## config.mk

```make
export PLATFORM = sky130hd
export DESIGN_NAME = tdr_router
export DESIGN_NICKNAME = d
export VERILOG_FILES = /design/src/shared/tdr_pkg.sv /design/src/rtl/tdr_router.sv
export SDC_FILE = /design/constraint.sdc
export NUM_CORES = 1
export LEC_CHECK = 0
export ABC_AREA = 1
export BUFFER_PORTS_ARGS = -buffer_cell sky130_fd_sc_hd__buf_2
export CORE_ASPECT_RATIO = 1.25
export CORE_UTILIZATION = 42
export DETAILED_ROUTE_END_ITERATION = 7
export GPL_TIMING_DRIVEN = 0
export PLACE_DENSITY = 0.77
export RECOVER_POWER = 25
export SLEW_MARGIN = 0
export SYNTH_ARGS = -nofsm -noshare
export SYNTH_HDL_FRONTEND = slang
export SYNTH_SLANG_ARGS = --single-unit
```

## constraint.sdc

```tcl
create_clock -name clk_in -period 1.65 [get_ports clk_in]
set_clock_uncertainty 0.15 [all_clocks]
set_input_delay 0.4125 -clock clk_in [delete_from_list [all_inputs] [get_ports clk_in]]
set_output_delay 0.4125 -clock clk_in [all_outputs]
set_load 0.02 [all_outputs]
```

## src/shared/tdr_pkg.sv

```systemverilog
// tdr_pkg: constants and carrier types for the tape dma request router.
// assumes a 100 MHz system clock; no bus, every control bit is a port.
`default_nettype none
package tdr_pkg;
    localparam logic [9:0] BASE_0       = 10'h290;
    localparam logic [9:0] BASE_1       = 10'h2A0;
    localparam logic [9:0] BASE_2       = 10'h2B0;
    localparam logic [9:0] BASE_3       = 10'h2C0;
    localparam logic [3:0] OFS_STEP     = 4'h2;
    localparam logic [3:0] OFS_LIMIT    = 4'h4;
    localparam logic [7:0] DIAG_BYTE    = 8'hAA;
    localparam logic [7:0] CMD_SENSE    = 8'hC0;
    localparam logic [7:0] CMD_STATS    = 8'hC1;
    localparam logic [15:0] SHORT_COUNT = 16'h0008;
    localparam logic [15:0] BLOCK_BYTES = 16'h0200;
    localparam int TAPE_CLK_NS          = 110;
    localparam int CLK_NS               = 10;
    // half period, rounded down, at least one cycle
    localparam int HALF_CYC = (TAPE_CLK_NS / 2) / CLK_NS < 1 ? 1 :
                              (TAPE_CLK_NS / 2) / CLK_NS;

    typedef struct packed {
        logic route_enable_a;   // dma_route_enable_a
        logic route_enable_b;   // dma_route_enable_b
        logic write_dir;        // write bit
        logic dual_mode;        // dual/single
        logic diag_mode;        // diagnostic read pattern
        logic single_step_clock_enable_n;
    } tdr_mode_t;

    typedef struct packed {
        logic internal_dma_request_a;
        logic internal_dma_request_b;
        logic internal_dma_request_dual_read;
    } tdr_dreq_t;

    typedef struct packed {
        logic drq1;
        logic drq3;
    } tdr_host_drq_t;
endpackage
`default_nettype wire

```

## src/rtl/tdr_router.sv

```systemverilog
// tdr_router: host-side glue of a tape controller card.
// assumes mode, selects and requests are static or same-clock logic; host
// read strobes and the tape interrupt come from pins (3-stage sync).
// Operation
// - diagnostic mode reads return AA only
// - step enable low stops tape clock
// - host step read gives one tape clock cycle
// - base address chosen among four options
// - interrupt on channel 3, else 5
// - enable a only: channel 3, write selects
// - enable b only: channel 1, dual selects
// - tape interrupt passes to host line
// - sense or statistics transfer eight bytes
// - read of step address gives pulse while stepping (enable low)
// - single mode channel 1 from request b, dual from dual read
`default_nettype none
module tdr_router #(
    parameter int COUNT_W = 16                  // dma byte count width
) (
    input  wire logic               clk_in,     // 100 MHz
    input  wire logic               rst_in,     // sync, active high
    input  wire tdr_pkg::tdr_mode_t mode_in,    // mode/control bits
    input  wire tdr_pkg::tdr_dreq_t dreq_in,    // internal dma requests
    input  wire logic [1:0]         base_address_select_in, // jumper
    input  wire logic               interrupt_line_select_in, // 1: ch 5
    input  wire logic               tape_irq_in,    // tape interrupt pin
    input  wire logic               io_read_in,     // host read strobe pin
    input  wire logic [9:0]         io_addr_in,     // host i/o address
    input  wire logic [7:0]         rd_data_in,     // normal read data
    input  wire logic [7:0]         cmd_code_in,    // current command
    input  wire logic [COUNT_W-1:0] host_count_in,  // host byte count
    output logic [7:0]              rd_data_out,    // read data to host
    output logic                    sel_out,        // block decoded
    output tdr_pkg::tdr_host_drq_t  host_drq_out,   // host dma requests
    output logic                    irq3_out,       // host irq channel 3
    output logic                    irq5_out,       // host irq channel 5
    output logic                    tape_logic_clock_out, // gated clock
    output logic                    single_step_pulse_out, // step pulse
    output logic [COUNT_W-1:0]      xfer_count_out  // bytes to transfer
);
    // the short-count override needs at least 16 bits of count
    if (COUNT_W < 16)
    begin : g_bad_count_w
        $error("COUNT_W must be at least 16");
    end

    function automatic logic [9:0] base_of(input logic [1:0] s);
        case (s)
            2'h0:    base_of = tdr_pkg::BASE_0;
            2'h1:    base_of = tdr_pkg::BASE_1;
            2'h2:    base_of = tdr_pkg::BASE_2;
            default: base_of = tdr_pkg::BASE_3;
        endcase
    endfunction

    // pin synchronisers; only stages 2 and 3 are looked at
    logic [2:0] rd_sync_q;
    logic [2:0] irq_sync_q;
    logic       rd_lvl_q;
    logic       irq_lvl_q;
    always_ff @(posedge clk_in)
    begin
        if (rst_in)
        begin
            rd_sync_q  <= 3'h0;
            irq_sync_q <= 3'h0;
            rd_lvl_q   <= 1'b0;
            irq_lvl_q  <= 1'b0;
        end
        else
        begin
            rd_sync_q  <= {rd_sync_q[1:0], io_read_in};
            irq_sync_q <= {irq_sync_q[1:0], tape_irq_in};
            if (rd_sync_q[1] == rd_sync_q[2])
                rd_lvl_q <= rd_sync_q[2];
            if (irq_sync_q[1] == irq_sync_q[2])
                irq_lvl_q <= irq_sync_q[2];
        end
    end

    logic [9:0] base_w;
    logic       hit_w;
    logic       rd_rise_w;
    logic       rd_prev_q;
    assign base_w = base_of(base_address_select_in);
    assign hit_w  = io_addr_in[9:4] == base_w[9:4] &&
                    io_addr_in[3:0] < tdr_pkg::OFS_LIMIT;
    assign rd_rise_w = rd_lvl_q && !rd_prev_q;

    // read path and decode
    always_ff @(posedge clk_in)
    begin
        if (rst_in)
        begin
            rd_prev_q   <= 1'b0;
            sel_out     <= 1'b0;
            rd_data_out <= 8'h00;
        end
        else
        begin
            rd_prev_q <= rd_lvl_q;
            sel_out   <= hit_w;
            if (rd_lvl_q && hit_w)
                rd_data_out <= mode_in.diag_mode ? tdr_pkg::DIAG_BYTE
                                                 : rd_data_in;
        end
    end

    // dma routing; enables pick one channel, write and dual bits pick its source
    always_ff @(posedge clk_in)
    begin
        if (rst_in)
            host_drq_out <= '0;
        else if (mode_in.route_enable_a && !mode_in.route_enable_b)
            host_drq_out <= '{drq1: 1'b0,
                drq3: mode_in.write_dir ? dreq_in.internal_dma_request_a
                    : dreq_in.internal_dma_request_b};
        else if (!mode_in.route_enable_a && mode_in.route_enable_b)
            host_drq_out <= '{drq3: 1'b0,
                drq1: mode_in.dual_mode
                    ? dreq_in.internal_dma_request_dual_read
                    : dreq_in.internal_dma_request_b};
        else
            host_drq_out <= '0;
    end

    // interrupt steering
    always_ff @(posedge clk_in)
    begin
        if (rst_in)
        begin
            irq3_out <= 1'b0;
            irq5_out <= 1'b0;
        end
        else
        begin
            irq3_out <= irq_lvl_q && !interrupt_line_select_in;
            irq5_out <= irq_lvl_q && interrupt_line_select_in;
        end
    end

    // count override; host is trusted to give 512 multiples
    always_ff @(posedge clk_in)
    begin
        if (rst_in)
            xfer_count_out <= '0;
        else if (cmd_code_in == tdr_pkg::CMD_SENSE ||
                 cmd_code_in == tdr_pkg::CMD_STATS)
            xfer_count_out <= COUNT_W'(tdr_pkg::SHORT_COUNT);
        else
            xfer_count_out <= host_count_in;
    end

    // tape clock: free-run divider, or one cycle per step read
    logic [7:0] div_q;
    logic       step_w;
    assign step_w = rd_rise_w && hit_w &&
                    io_addr_in[3:0] == tdr_pkg::OFS_STEP &&
                    !mode_in.single_step_clock_enable_n;
    always_ff @(posedge clk_in)
    begin
        if (rst_in)
            single_step_pulse_out <= 1'b0;
        else
            single_step_pulse_out <= step_w;
    end

    always_ff @(posedge clk_in)
    begin
        if (rst_in)
        begin
            div_q                <= 8'h00;
            tape_logic_clock_out <= 1'b0;
        end
        else if (mode_in.single_step_clock_enable_n)
        begin
            if (div_q == 8'(tdr_pkg::HALF_CYC - 1))
            begin
                div_q                <= 8'h00;
                tape_logic_clock_out <= !tape_logic_clock_out;
            end
            else
                div_q <= div_q + 8'h01;
        end
        else
        begin
            // stepping: high one cycle then low; stop parks clock low
            div_q <= 8'h00;
            if (step_w)
                tape_logic_clock_out <= 1'b1;
            else
                tape_logic_clock_out <= 1'b0;
        end
    end
endmodule // tdr_router
`default_nettype wire

```

==> key figures, run 1 <==
Outcome
  – Outcome: completed

STA
  – Tcrit/Tclk final: 93.9%
  – PnR worst setup slack: 101 ps
  – Final setup violation count: 0
  – Final hold vios: 0
  – Minimum clock period: 1550 ps
  – Peak Freq: 646 MHz
  – Slew headroom: 58.6%
  – Final Max Tran Viols: 0
  – Accumulated negative setup slack: 0 ps
  – Worst-margin pin slew: 615 ps
  – RSZ-0062 raised after global routing: no

Logic synthesis
  – Cell taking the most area after synthesis: dfxtp_1
  – Most frequent cells after synthesis: nor2_1 (58), dfxtp_1 (48), inv_1 (46)
  – Netlist cell types: 32
  – Seq/Total Area, Yosys: 49.0%
  – Synth Instances: 248
  – Ys flop type: dfxtp_1
  – Post-synth net total: 311
  – Post-synthesis instance area: 1960 µm²
  – Synth top area share: 49.0%
  – Top area cells in the synthesized netlist: dfxtp_1 (49%), nor2_1 (11%), inv_1 (8.8%)
  – EDFF count, synth: 0
  – Syn_area_per_cell: 7.91 µm²
  – Yosys warnings: 0
  – Synth Register Bits: 48
  – Ys async rst share: 0%
  – Count leader, synth: nor2_1

Hold path
  – Worst hold path class: input port to register

Critical path
  – Setup CP Type: input port to register
  – WP data arrival: 1630 ps
  – CP startpoint kind: input port
  – Critical Path Sink Type: register
  – CP Max Fanout: 8
  – CP required: 1730 ps

Clocking
  – H-tree depth: 2
  – Hold-fix buffers, CTS: 0
  – Clock latency on the worst-skew pair: 290 ps
  – Post-CTS Setup Bufs: 0
  – # clock sinks: 48
  – Root Driver: clkbuf_8
  – CTS Buf Count: 5
  – CTS tree: yes
  – Clock-pin transition on the worst setup and hold timing paths: 80 ps
  – # resized after CTS: 0
  – CTS Buffer Depth: 2

Floorplanning
  – Initial core utilization: 44.0%
  – Ports: 89
  – Core area: 4460 µm²
  – Chip height: 78.4 µm
  – Row Count: 27
  – Die ar.: 4950 µm²
  – Die W: 63.1 µm

Global route
  – Top Usage Layer GRT: met2
  – Vias in the first global route: 1,740
  – First-pass GRT wire length: 6.48 mm
  – GRT met1 Usage: 15.5%
  – GR Util met3: 5.09%
  – GR Layer Usage met2: 32.5%
  – Largest net degree at the start of global routing: 15
  – All-Layer GR Usage: 16.5%
  – Antenna violations before repair: 0
  – Total gr overflow: 0

Layout
  – Ant diodes: 0
  – Nets: 405
  – Area Growth Syn to Fin: 29.7%
  – Share of cells above drive strength 1: 33.9%

Routing
  – Antenna Nets Post-Route: 0
  – Via count: 1,761
  – Per-cell routed wire length: 9.70 µm
  – Drt initial violations: 38
  – Final WL: 3.88 mm
  – TritonRoute pass-1 iters: 4
  – Via density: 4.40
  – DRC violations left: 0

Pwr
  – Worst vdd ir: 486 µV
  – Pleak: 1.37 nW
  – Cell area power density: 825 nW/µm²

Placement
  – Pre-CTS WS: -207 ps
  – DPL Wire Length: 3.16 mm
  – GP Congestion: 0.712
  – PortBufs: 87

Job
  – MaxCap Viol Count: 0
[per-layer routing]
metal / vias up / part of all wire, % / wire length [µm]
met2: 72 / 51 / 1960
met1: 744 / 40 / 1570
li1: 939 / - / -
met5: - / 0 / 0
met4: 0 / 1.3 / 51
met3: 6 / 7.7 / 297
[cells by family after synthesis]
group | after synthesis | share of synthesized area (%)
XOR/XNOR | 1 | 0.447
buffers and inverters | 53 | 10.3
AO/OA/AOI/OAI | 12 | 3.95
AND/OR/NAND/NOR | 127 | 32.1
flip-flops | 48 | 49.0
multiplexers | 2 | 1.02
adder cells (fa/ha/maj) | 5 | 3.19
[flip-flops by register name, summed over array words and instances (netlist names)]
register               cells
host_drq_out               2
xfer_count_out            16
rd_lvl_q                   1
rd_prev_q                  1
rd_sync_q                  3
div_q                      8
irq5_out                   1
irq_lvl_q                  1
irq3_out                   1
sel_out                    1
single_step_pulse_out      1
rd_data_out                8
irq_sync_q                 3
tape_logic_clock_out       1
[power breakdown]
part | total (W) | internal [W] | switching (W)
Clock | 0.000646 | 0.000287 | 0.000359
Sequential | 0.00120 | 0.00119 | 0.0000109
Combinational | 0.000252 | 0.000104 | 0.000148
Total | 0.00210 | 0.00158 | 0.000518
[worst max-delay path: stages]
cell and delay (ps):
buf_2 90, inv_1 50, ha_1 300, inv_1 50
nand2_1 90, nand2_1 80, nand2_1 80, nor2_4 180
nand4_2 130, a21oi_1 160
[final timing paths]
path / cells after the start / slack [ps] / end / startpoint
setup / recovery: 10 / 100 / tape_logic_clock_out / base_address_select_in[0]
hold / removal: 2 / 140 / host_drq_out[0] / mode_in[4]
setup reg to reg: 7 / 200 / div_q[4] / div_q[0]
hold reg to reg: 2 / 260 / rd_sync_q[1] / rd_sync_q[0]
[final cells by class]
cell class / count / area, µm²
Clock buffer: 5 / 68.8
Buffer: 4 / 16.3
Timing Repair Buffer: 87 / 434
Sequential cell: 48 / 961
Clock inverter: 2 / 12.5
Multi-Input combinational cell: 147 / 796
Fill cell: 435 / 1910
Inverter: 49 / 184
Tap cell: 58 / 72.6
[placed cells by master (no fill, tap or decap), types with 2 or more instances in the layout]
| cell type | instances |
|---|---|
| inv_2 | 2 |
| nor3_1 | 3 |
| nor2_4 | 3 |
| clkbuf_8 | 5 |
| buf_2 | 87 |
| inv_1 | 46 |
| dfxtp_1 | 48 |
| nand2_1 | 25 |
| ha_1 | 5 |
| nand4_1 | 10 |
| nor2_2 | 7 |
| nand2_2 | 4 |
| mux2i_1 | 2 |
| nand3_1 | 8 |
| clkbuf_1 | 4 |
| o21ai_1 | 2 |
| o21ai_0 | 2 |
| nor2_1 | 58 |
| a21oi_1 | 6 |
[stage by stage]
step / util, % / cells / total power, W / instance area [µm²] / hold WS, ps
after floorplan: - / 248 / 0.00137 / 1960 / 238
after global placement: 55.4 / 393 / 0.00148 / 2470 / 242
after detailed placement: 55.4 / 393 / 0.00148 / 2470 / 245
after CTS: 57.2 / 400 / 0.00214 / 2550 / 128
after global routing: 57.1 / 400 / 0.00222 / 2540 / 120
final: 57.1 / 400 / 0.00210 / 2540 / 140
Power figures use the tool's default switching activity.
==> inputs of run 2 (changes only) <==
--- a/config.mk
+++ b/config.mk
@@ -6,12 +6,13 @@
 export NUM_CORES = 1
 export LEC_CHECK = 0
 export ABC_AREA = 1
+export ABC_CLOCK_PERIOD_IN_PS = 1500
 export BUFFER_PORTS_ARGS = -buffer_cell sky130_fd_sc_hd__buf_2
 export CORE_ASPECT_RATIO = 1.25
-export CORE_UTILIZATION = 42
+export CORE_UTILIZATION = 46
 export DETAILED_ROUTE_END_ITERATION = 7
 export GPL_TIMING_DRIVEN = 0
-export PLACE_DENSITY = 0.77
+export PLACE_DENSITY = 0.8
 export RECOVER_POWER = 25
 export SLEW_MARGIN = 0
 export SYNTH_ARGS = -nofsm -noshare
==> constraint.sdc (replaced) <==
create_clock -name clk_in -period 1.5 [get_ports clk_in]
set_clock_uncertainty 0.15 [all_clocks]
set_input_delay 0.375 -clock clk_in [delete_from_list [all_inputs] [get_ports clk_in]]
set_output_delay 0.375 -clock clk_in [all_outputs]
set_load 0.02 [all_outputs]
==> key figures, run 2 (synthesis results as in run 1) <==
STA
  – Worst-margin pin slew: 459 ps
  – Slew headroom: 69.4%
  – PnR worst setup slack: 73.0 ps
  – Accumulated negative setup slack: 0 ps
  – Tcrit/Tclk final: 95.1%
  – Peak Freq: 701 MHz
  – Final Max Tran Viols: 0
  – Final hold vios: 0
  – Final setup violation count: 0
  – Minimum clock period: 1430 ps

Floorplanning
  – Die W: 60.4 µm
  – Core area: 4100 µm²
  – Ports: 89
  – Chip height: 75.0 µm
  – Initial core utilization: 47.9%
  – Die ar.: 4530 µm²
  – Row Count: 26

Critical path
  – Crit path max-delay cell type: dfxtp_4
  – Worst-path cell chain: ha_1 -> nand2_1 -> inv_1 -> nand2_1 -> nor2_1 -> a21oi_1 -> nor3_1
  – Setup CP Type: register to register
  – CP required: 1570 ps
  – Critical Path Sink Type: register
  – Worst path max stage delay: 370 ps
  – WP data arrival: 1500 ps
  – CP Max Fanout: 5
  – CP dominant cell by count: nand2_1
  – CP startpoint kind: register

Clocking
  – Root Driver: clkbuf_8
  – Clock-pin transition on the worst setup and hold timing paths: 90 ps
  – CTS tree: yes
  – Post-CTS Setup Bufs: 0
  – CTS Buffer Depth: 2
  – H-tree depth: 2
  – Clock latency on the worst-skew pair: 300 ps
  – CTS Buf Count: 5
  – # clock sinks: 48

Layout
  – Ant diodes: 0
  – Nets: 405
  – Area Growth Syn to Fin: 34.6%
  – Fillers: 381
  – FF+latch area: 966 µm²
  – Biggest regs: xfer_count_out (16), div_q (8), rd_data_out (8)
  – Post-layout instance count excluding filler cells: 399
  – Top reg by flops: xfer_count_out
  – Max reg flops: 16
  – Most frequent cells in the layout: buf_2 (85), nor2_1 (58), dfxtp_1 (46)
  – Share of cells above drive strength 1: 37.9%
  – Area of the multi-input gates: 841 µm²
  – Most common cell after layout, fill and taps aside: buf_2
  – Final Instance Area: 2640 µm²

Routing
  – DRC violations left: 0
  – Per-cell routed wire length: 10.0 µm
  – Via density: 4.49
  – TritonRoute pass-1 iters: 4
  – Drt initial violations: 56
  – Final WL: 4.00 mm
  – Via count: 1,791
  – Antenna Nets Post-Route: 0

Global route
  – Total gr overflow: 0
  – First-pass GRT wire length: 6.49 mm
  – Antenna violations before repair: 0
  – All-Layer GR Usage: 19.3%
  – Vias in the first global route: 1,692
  – Largest net degree at the start of global routing: 16

Placement
  – Dpl cell area: 2500 µm²
  – GP Congestion: 0.725
  – PortBufs: 87
  – DPL Wire Length: 3.21 mm
  – Pre-CTS WS: -339 ps
  – Placed insts: 391

Pwr
  – Worst vdd ir: 646 µV
  – Pleak: 1.40 nW
  – Cell area power density: 918 nW/µm²

Hold path
  – Worst hold path class: input port to register

Job
  – MaxCap Viol Count: 0

Outcome
  – Outcome: completed
## run 2: cell count changes in the layout (fill, tap and decap cells not counted), moves of 2 or more
cell / delta
dfxtp_1: -2
nand2_2: +2
nand2_1: -4
buf_2: -2
nand2_4: +2
inv_1: -3
o21ai_2: +2
## run 2: metal layers
| layer | up-vias | global-route usage [%] | share of wire [%] |
|---|---|---|---|
| li1 | 941 | - | - |
| met1 | 778 | 18.1 | 38 |
| met2 | 67 | 37.2 | 53 |
| met3 | 5 | 6.87 | 7.3 |
| met4 | 0 | 7.58 | 1.7 |
| met5 | - | 0 | 0 |
## run 2: final timing paths
| path | end | from | cells after the start | slack (ps) |
|---|---|---|---|---|
| min reg2reg | irq_sync_q[1] | irq_sync_q[0] | 2 | 260 |
| max | div_q[6] | div_q[0] | 7 | 70 |
| max reg2reg | div_q[6] | div_q[0] | 7 | 70 |
| min | irq3_out | interrupt_line_select_in | 2 | 90 |
## run 2: through the flow
step / util (%) / power (W) / hold WS (ps)
2_1_floorplan: - / 0.00151 / 238
3_3_place_gp: 61.0 / 0.00164 / 242
3_5_place_dp: 61.0 / 0.00165 / 251
4_1_cts: 63.4 / 0.00245 / 82.9
5_1_grt: 64.4 / 0.00253 / 91.3
6_report: 64.4 / 0.00242 / 89.1
## run 2: area by class of cell
type / instances / share of cell area [%]
Sequential cell: 48 / 36.6
Multi-Input combinational cell: 147 / 31.8
Timing Repair Buffer: 87 / 17.1
Inverter: 49 / 7.54
Clock buffer: 6 / 3.13
Tap cell: 56 / 2.65
Buffer: 4 / 0.616
Clock inverter: 2 / 0.569
## run 2: critical path, delay by kind of cell, from the launching register on
kind	cells	cell delay, ps
AO/OA/AOI/OAI	1	90
adder cells (fa/ha/maj)	1	160
buffers and inverters	1	80
flip-flops	1	370
AND/OR/NAND/NOR	4	510
## run 2: where the power goes
part | switching (W) | internal, W
Clock | 0.000426 | 0.000373
Combinational | 0.000176 | 0.000129
Sequential | 0.0000113 | 0.00131
## run 2: what timing repair did
action	4_1_cts	5_1_grt
setup endpoints to repair	7	16
hold buffers	0	0
gates cloned	0	0
endpoints found under the hold margin	0	0
gates resized for setup	0	15
pin swaps	1	8
==> inputs of run 3 (changes only) <==
--- a/config.mk
+++ b/config.mk
@@ -13,7 +13,7 @@
 export DETAILED_ROUTE_END_ITERATION = 7
 export GPL_TIMING_DRIVEN = 0
 export PLACE_DENSITY = 0.8
-export RECOVER_POWER = 25
+export RECOVER_POWER = 100
 export SLEW_MARGIN = 0
 export SYNTH_ARGS = -nofsm -noshare
 export SYNTH_HDL_FRONTEND = slang
==> key figures, run 3 (synthesis results as in run 1) <==
Pwr
  – Pleak: 1.29 nW
  – Cell area power density: 929 nW/µm²
  – Worst vdd ir: 664 µV

Critical path
  – Top delay family on crit path: flip-flops
  – Reg2reg setup slack: 70 ps
  – Critical path depth in cells: 1
  – Worst path bufs/invs: 1
  – Crit path max-delay cell type: dfxtp_1
  – Setup CP Type: register to output pin
  – Worst-path cell chain: clkbuf_1
  – WP data arrival: 900 ps
  – Critical Path Sink Type: output pin
  – CP startpoint kind: register
  – CP Max Fanout: 2
  – FF-to-FF End: div_q[6]
  – Worst path max stage delay: 360 ps
  – Critical R2R Launch: div_q[0]
  – CP required: 970 ps
  – Reg2reg path depth: 7

Placement
  – PortBufs: 87
  – Placed insts: 391
  – GP Congestion: 0.725
  – DPL Wire Length: 3.21 mm

Clocking
  – H-tree depth: 2
  – Post-CTS Setup Bufs: 0
  – Root Driver: clkbuf_8
  – CTS Buffer Depth: 2
  – CTS Buf Count: 5
  – Hold-fix buffers, CTS: 0
  – Clock latency on the worst-skew pair: 300 ps
  – CTS tree: yes
  – # clock sinks: 48
  – Clock-pin transition on the worst setup and hold timing paths: 90 ps

Hold path
  – Hold Path End: irq3_out
  – Hold path cells: 2
  – Worst hold path class: input port to register
  – Worst hold start: interrupt_line_select_in

Routing
  – Via count: 1,790
  – Per-cell routed wire length: 10.1 µm
  – DRC violations left: 0
  – Antenna Nets Post-Route: 0
  – Via density: 4.49
  – TritonRoute pass-1 iters: 4
  – Drt initial violations: 56
  – Final WL: 4.02 mm

Job
  – MaxCap Viol Count: 0

Layout
  – Area Growth Syn to Fin: 32.8%
  – Post-layout instance count excluding filler cells: 399
  – Most frequent cells in the layout: nor2_1 (58), buf_2 (53), dfxtp_1 (46)
  – Top reg by flops: xfer_count_out
  – Fillers: 401
  – Max reg flops: 16
  – Ant diodes: 0
  – Share of cells above drive strength 1: 30.0%
  – Biggest regs: xfer_count_out (16), div_q (8), rd_data_out (8)
  – Most common cell after layout, fill and taps aside: nor2_1
  – Nets: 405
  – Post-route core utilization: 63.6%

Floorplanning
  – Row Count: 26
  – Die ar.: 4530 µm²
  – Chip height: 75.0 µm
  – Ports: 89
  – Initial core utilization: 47.9%
  – Core area: 4100 µm²
  – Die W: 60.4 µm

STA
  – Peak Freq: 700 MHz
  – Final Max Tran Viols: 0
  – Final hold vios: 0
  – Final setup violation count: 0
  – Minimum clock period: 1430 ps
  – Tcrit/Tclk final: 95.2%
  – Slew headroom: 69.4%
  – Accumulated negative setup slack: 0 ps
  – Worst-margin pin slew: 459 ps

Global route
  – GR Util met3: 6.87%
  – Largest net degree at the start of global routing: 16
  – First-pass GRT wire length: 6.49 mm
  – Antenna violations before repair: 0
  – Vias in the first global route: 1,692
  – All-Layer GR Usage: 19.3%
  – Top Usage Layer GRT: met2
  – Total gr overflow: 0
  – GR Layer Usage met2: 37.2%
  – GRT met1 Usage: 18.1%

Outcome
  – Outcome: completed
-- run 3: changes by cell type in the layout (fill, tap and decap cells not counted) --
cell and change:
buf_2 -32, clkbuf_1 +27, clkbuf_2 +5
-- run 3: what timing repair did --
action	in CTS	in global routing
pin swaps	1	8
gates resized for setup	0	15
endpoints found under the setup margin	7	16
hold endpoints to repair	0	0
-- run 3: layer usage --
metal / wire (µm) / vias to the layer above
met2: 2110 / 67
met3: 282 / 5
met1: 1560 / 777
met5: 0 / -
met4: 67 / 0
li1: - / 941
-- run 3: metrics by stage --
step / total power (W) / hold slack (ps) / cell area [µm²] / setup WS, ps
2_1_floorplan: 0.00151 / 238 / 1990 / -13.0
3_3_place_gp: 0.00164 / 242 / 2500 / -297
3_5_place_dp: 0.00165 / 251 / 2500 / -339
4_1_cts: 0.00245 / 82.9 / 2600 / 4.98
5_1_grt: 0.00253 / 91.3 / 2610 / -12.6
6_report: 0.00242 / 88.5 / 2610 / 71.7
-- run 3: cell type report --
type | instances | area [µm²] | share of cell area [%]
Buffer | 4 | 16.3 | 0.624
Clock buffer | 6 | 82.6 | 3.17
Clock inverter | 2 | 15.0 | 0.576
Inverter | 49 | 199 | 7.63
Multi-Input combinational cell | 147 | 841 | 32.3
Sequential cell | 48 | 966 | 37.1
Tap cell | 56 | 70.1 | 2.69
Timing Repair Buffer | 87 | 417 | 16.0
-- run 3: power by group --
part | switching, W | internal [W]
logic | 0.000176 | 0.000122
registers | 0.0000120 | 0.00131
clock network | 0.000429 | 0.000373
total | 0.000617 | 0.00180
-- run 3: worst max path at each step --
stage | startpoint | endpoint | slack [ps]
CTS | base_address_select_in[1] | rd_data_out[5] | 5
finish | rd_data_out[7] | rd_data_out[7] | 70
detailed placement | base_address_select_in[1] | rd_data_out[5] | -340
floorplan | base_address_select_in[1] | rd_data_out[0] | -10
global placement | base_address_select_in[1] | rd_data_out[1] | -300
global route | div_q[0] | div_q[6] | -10
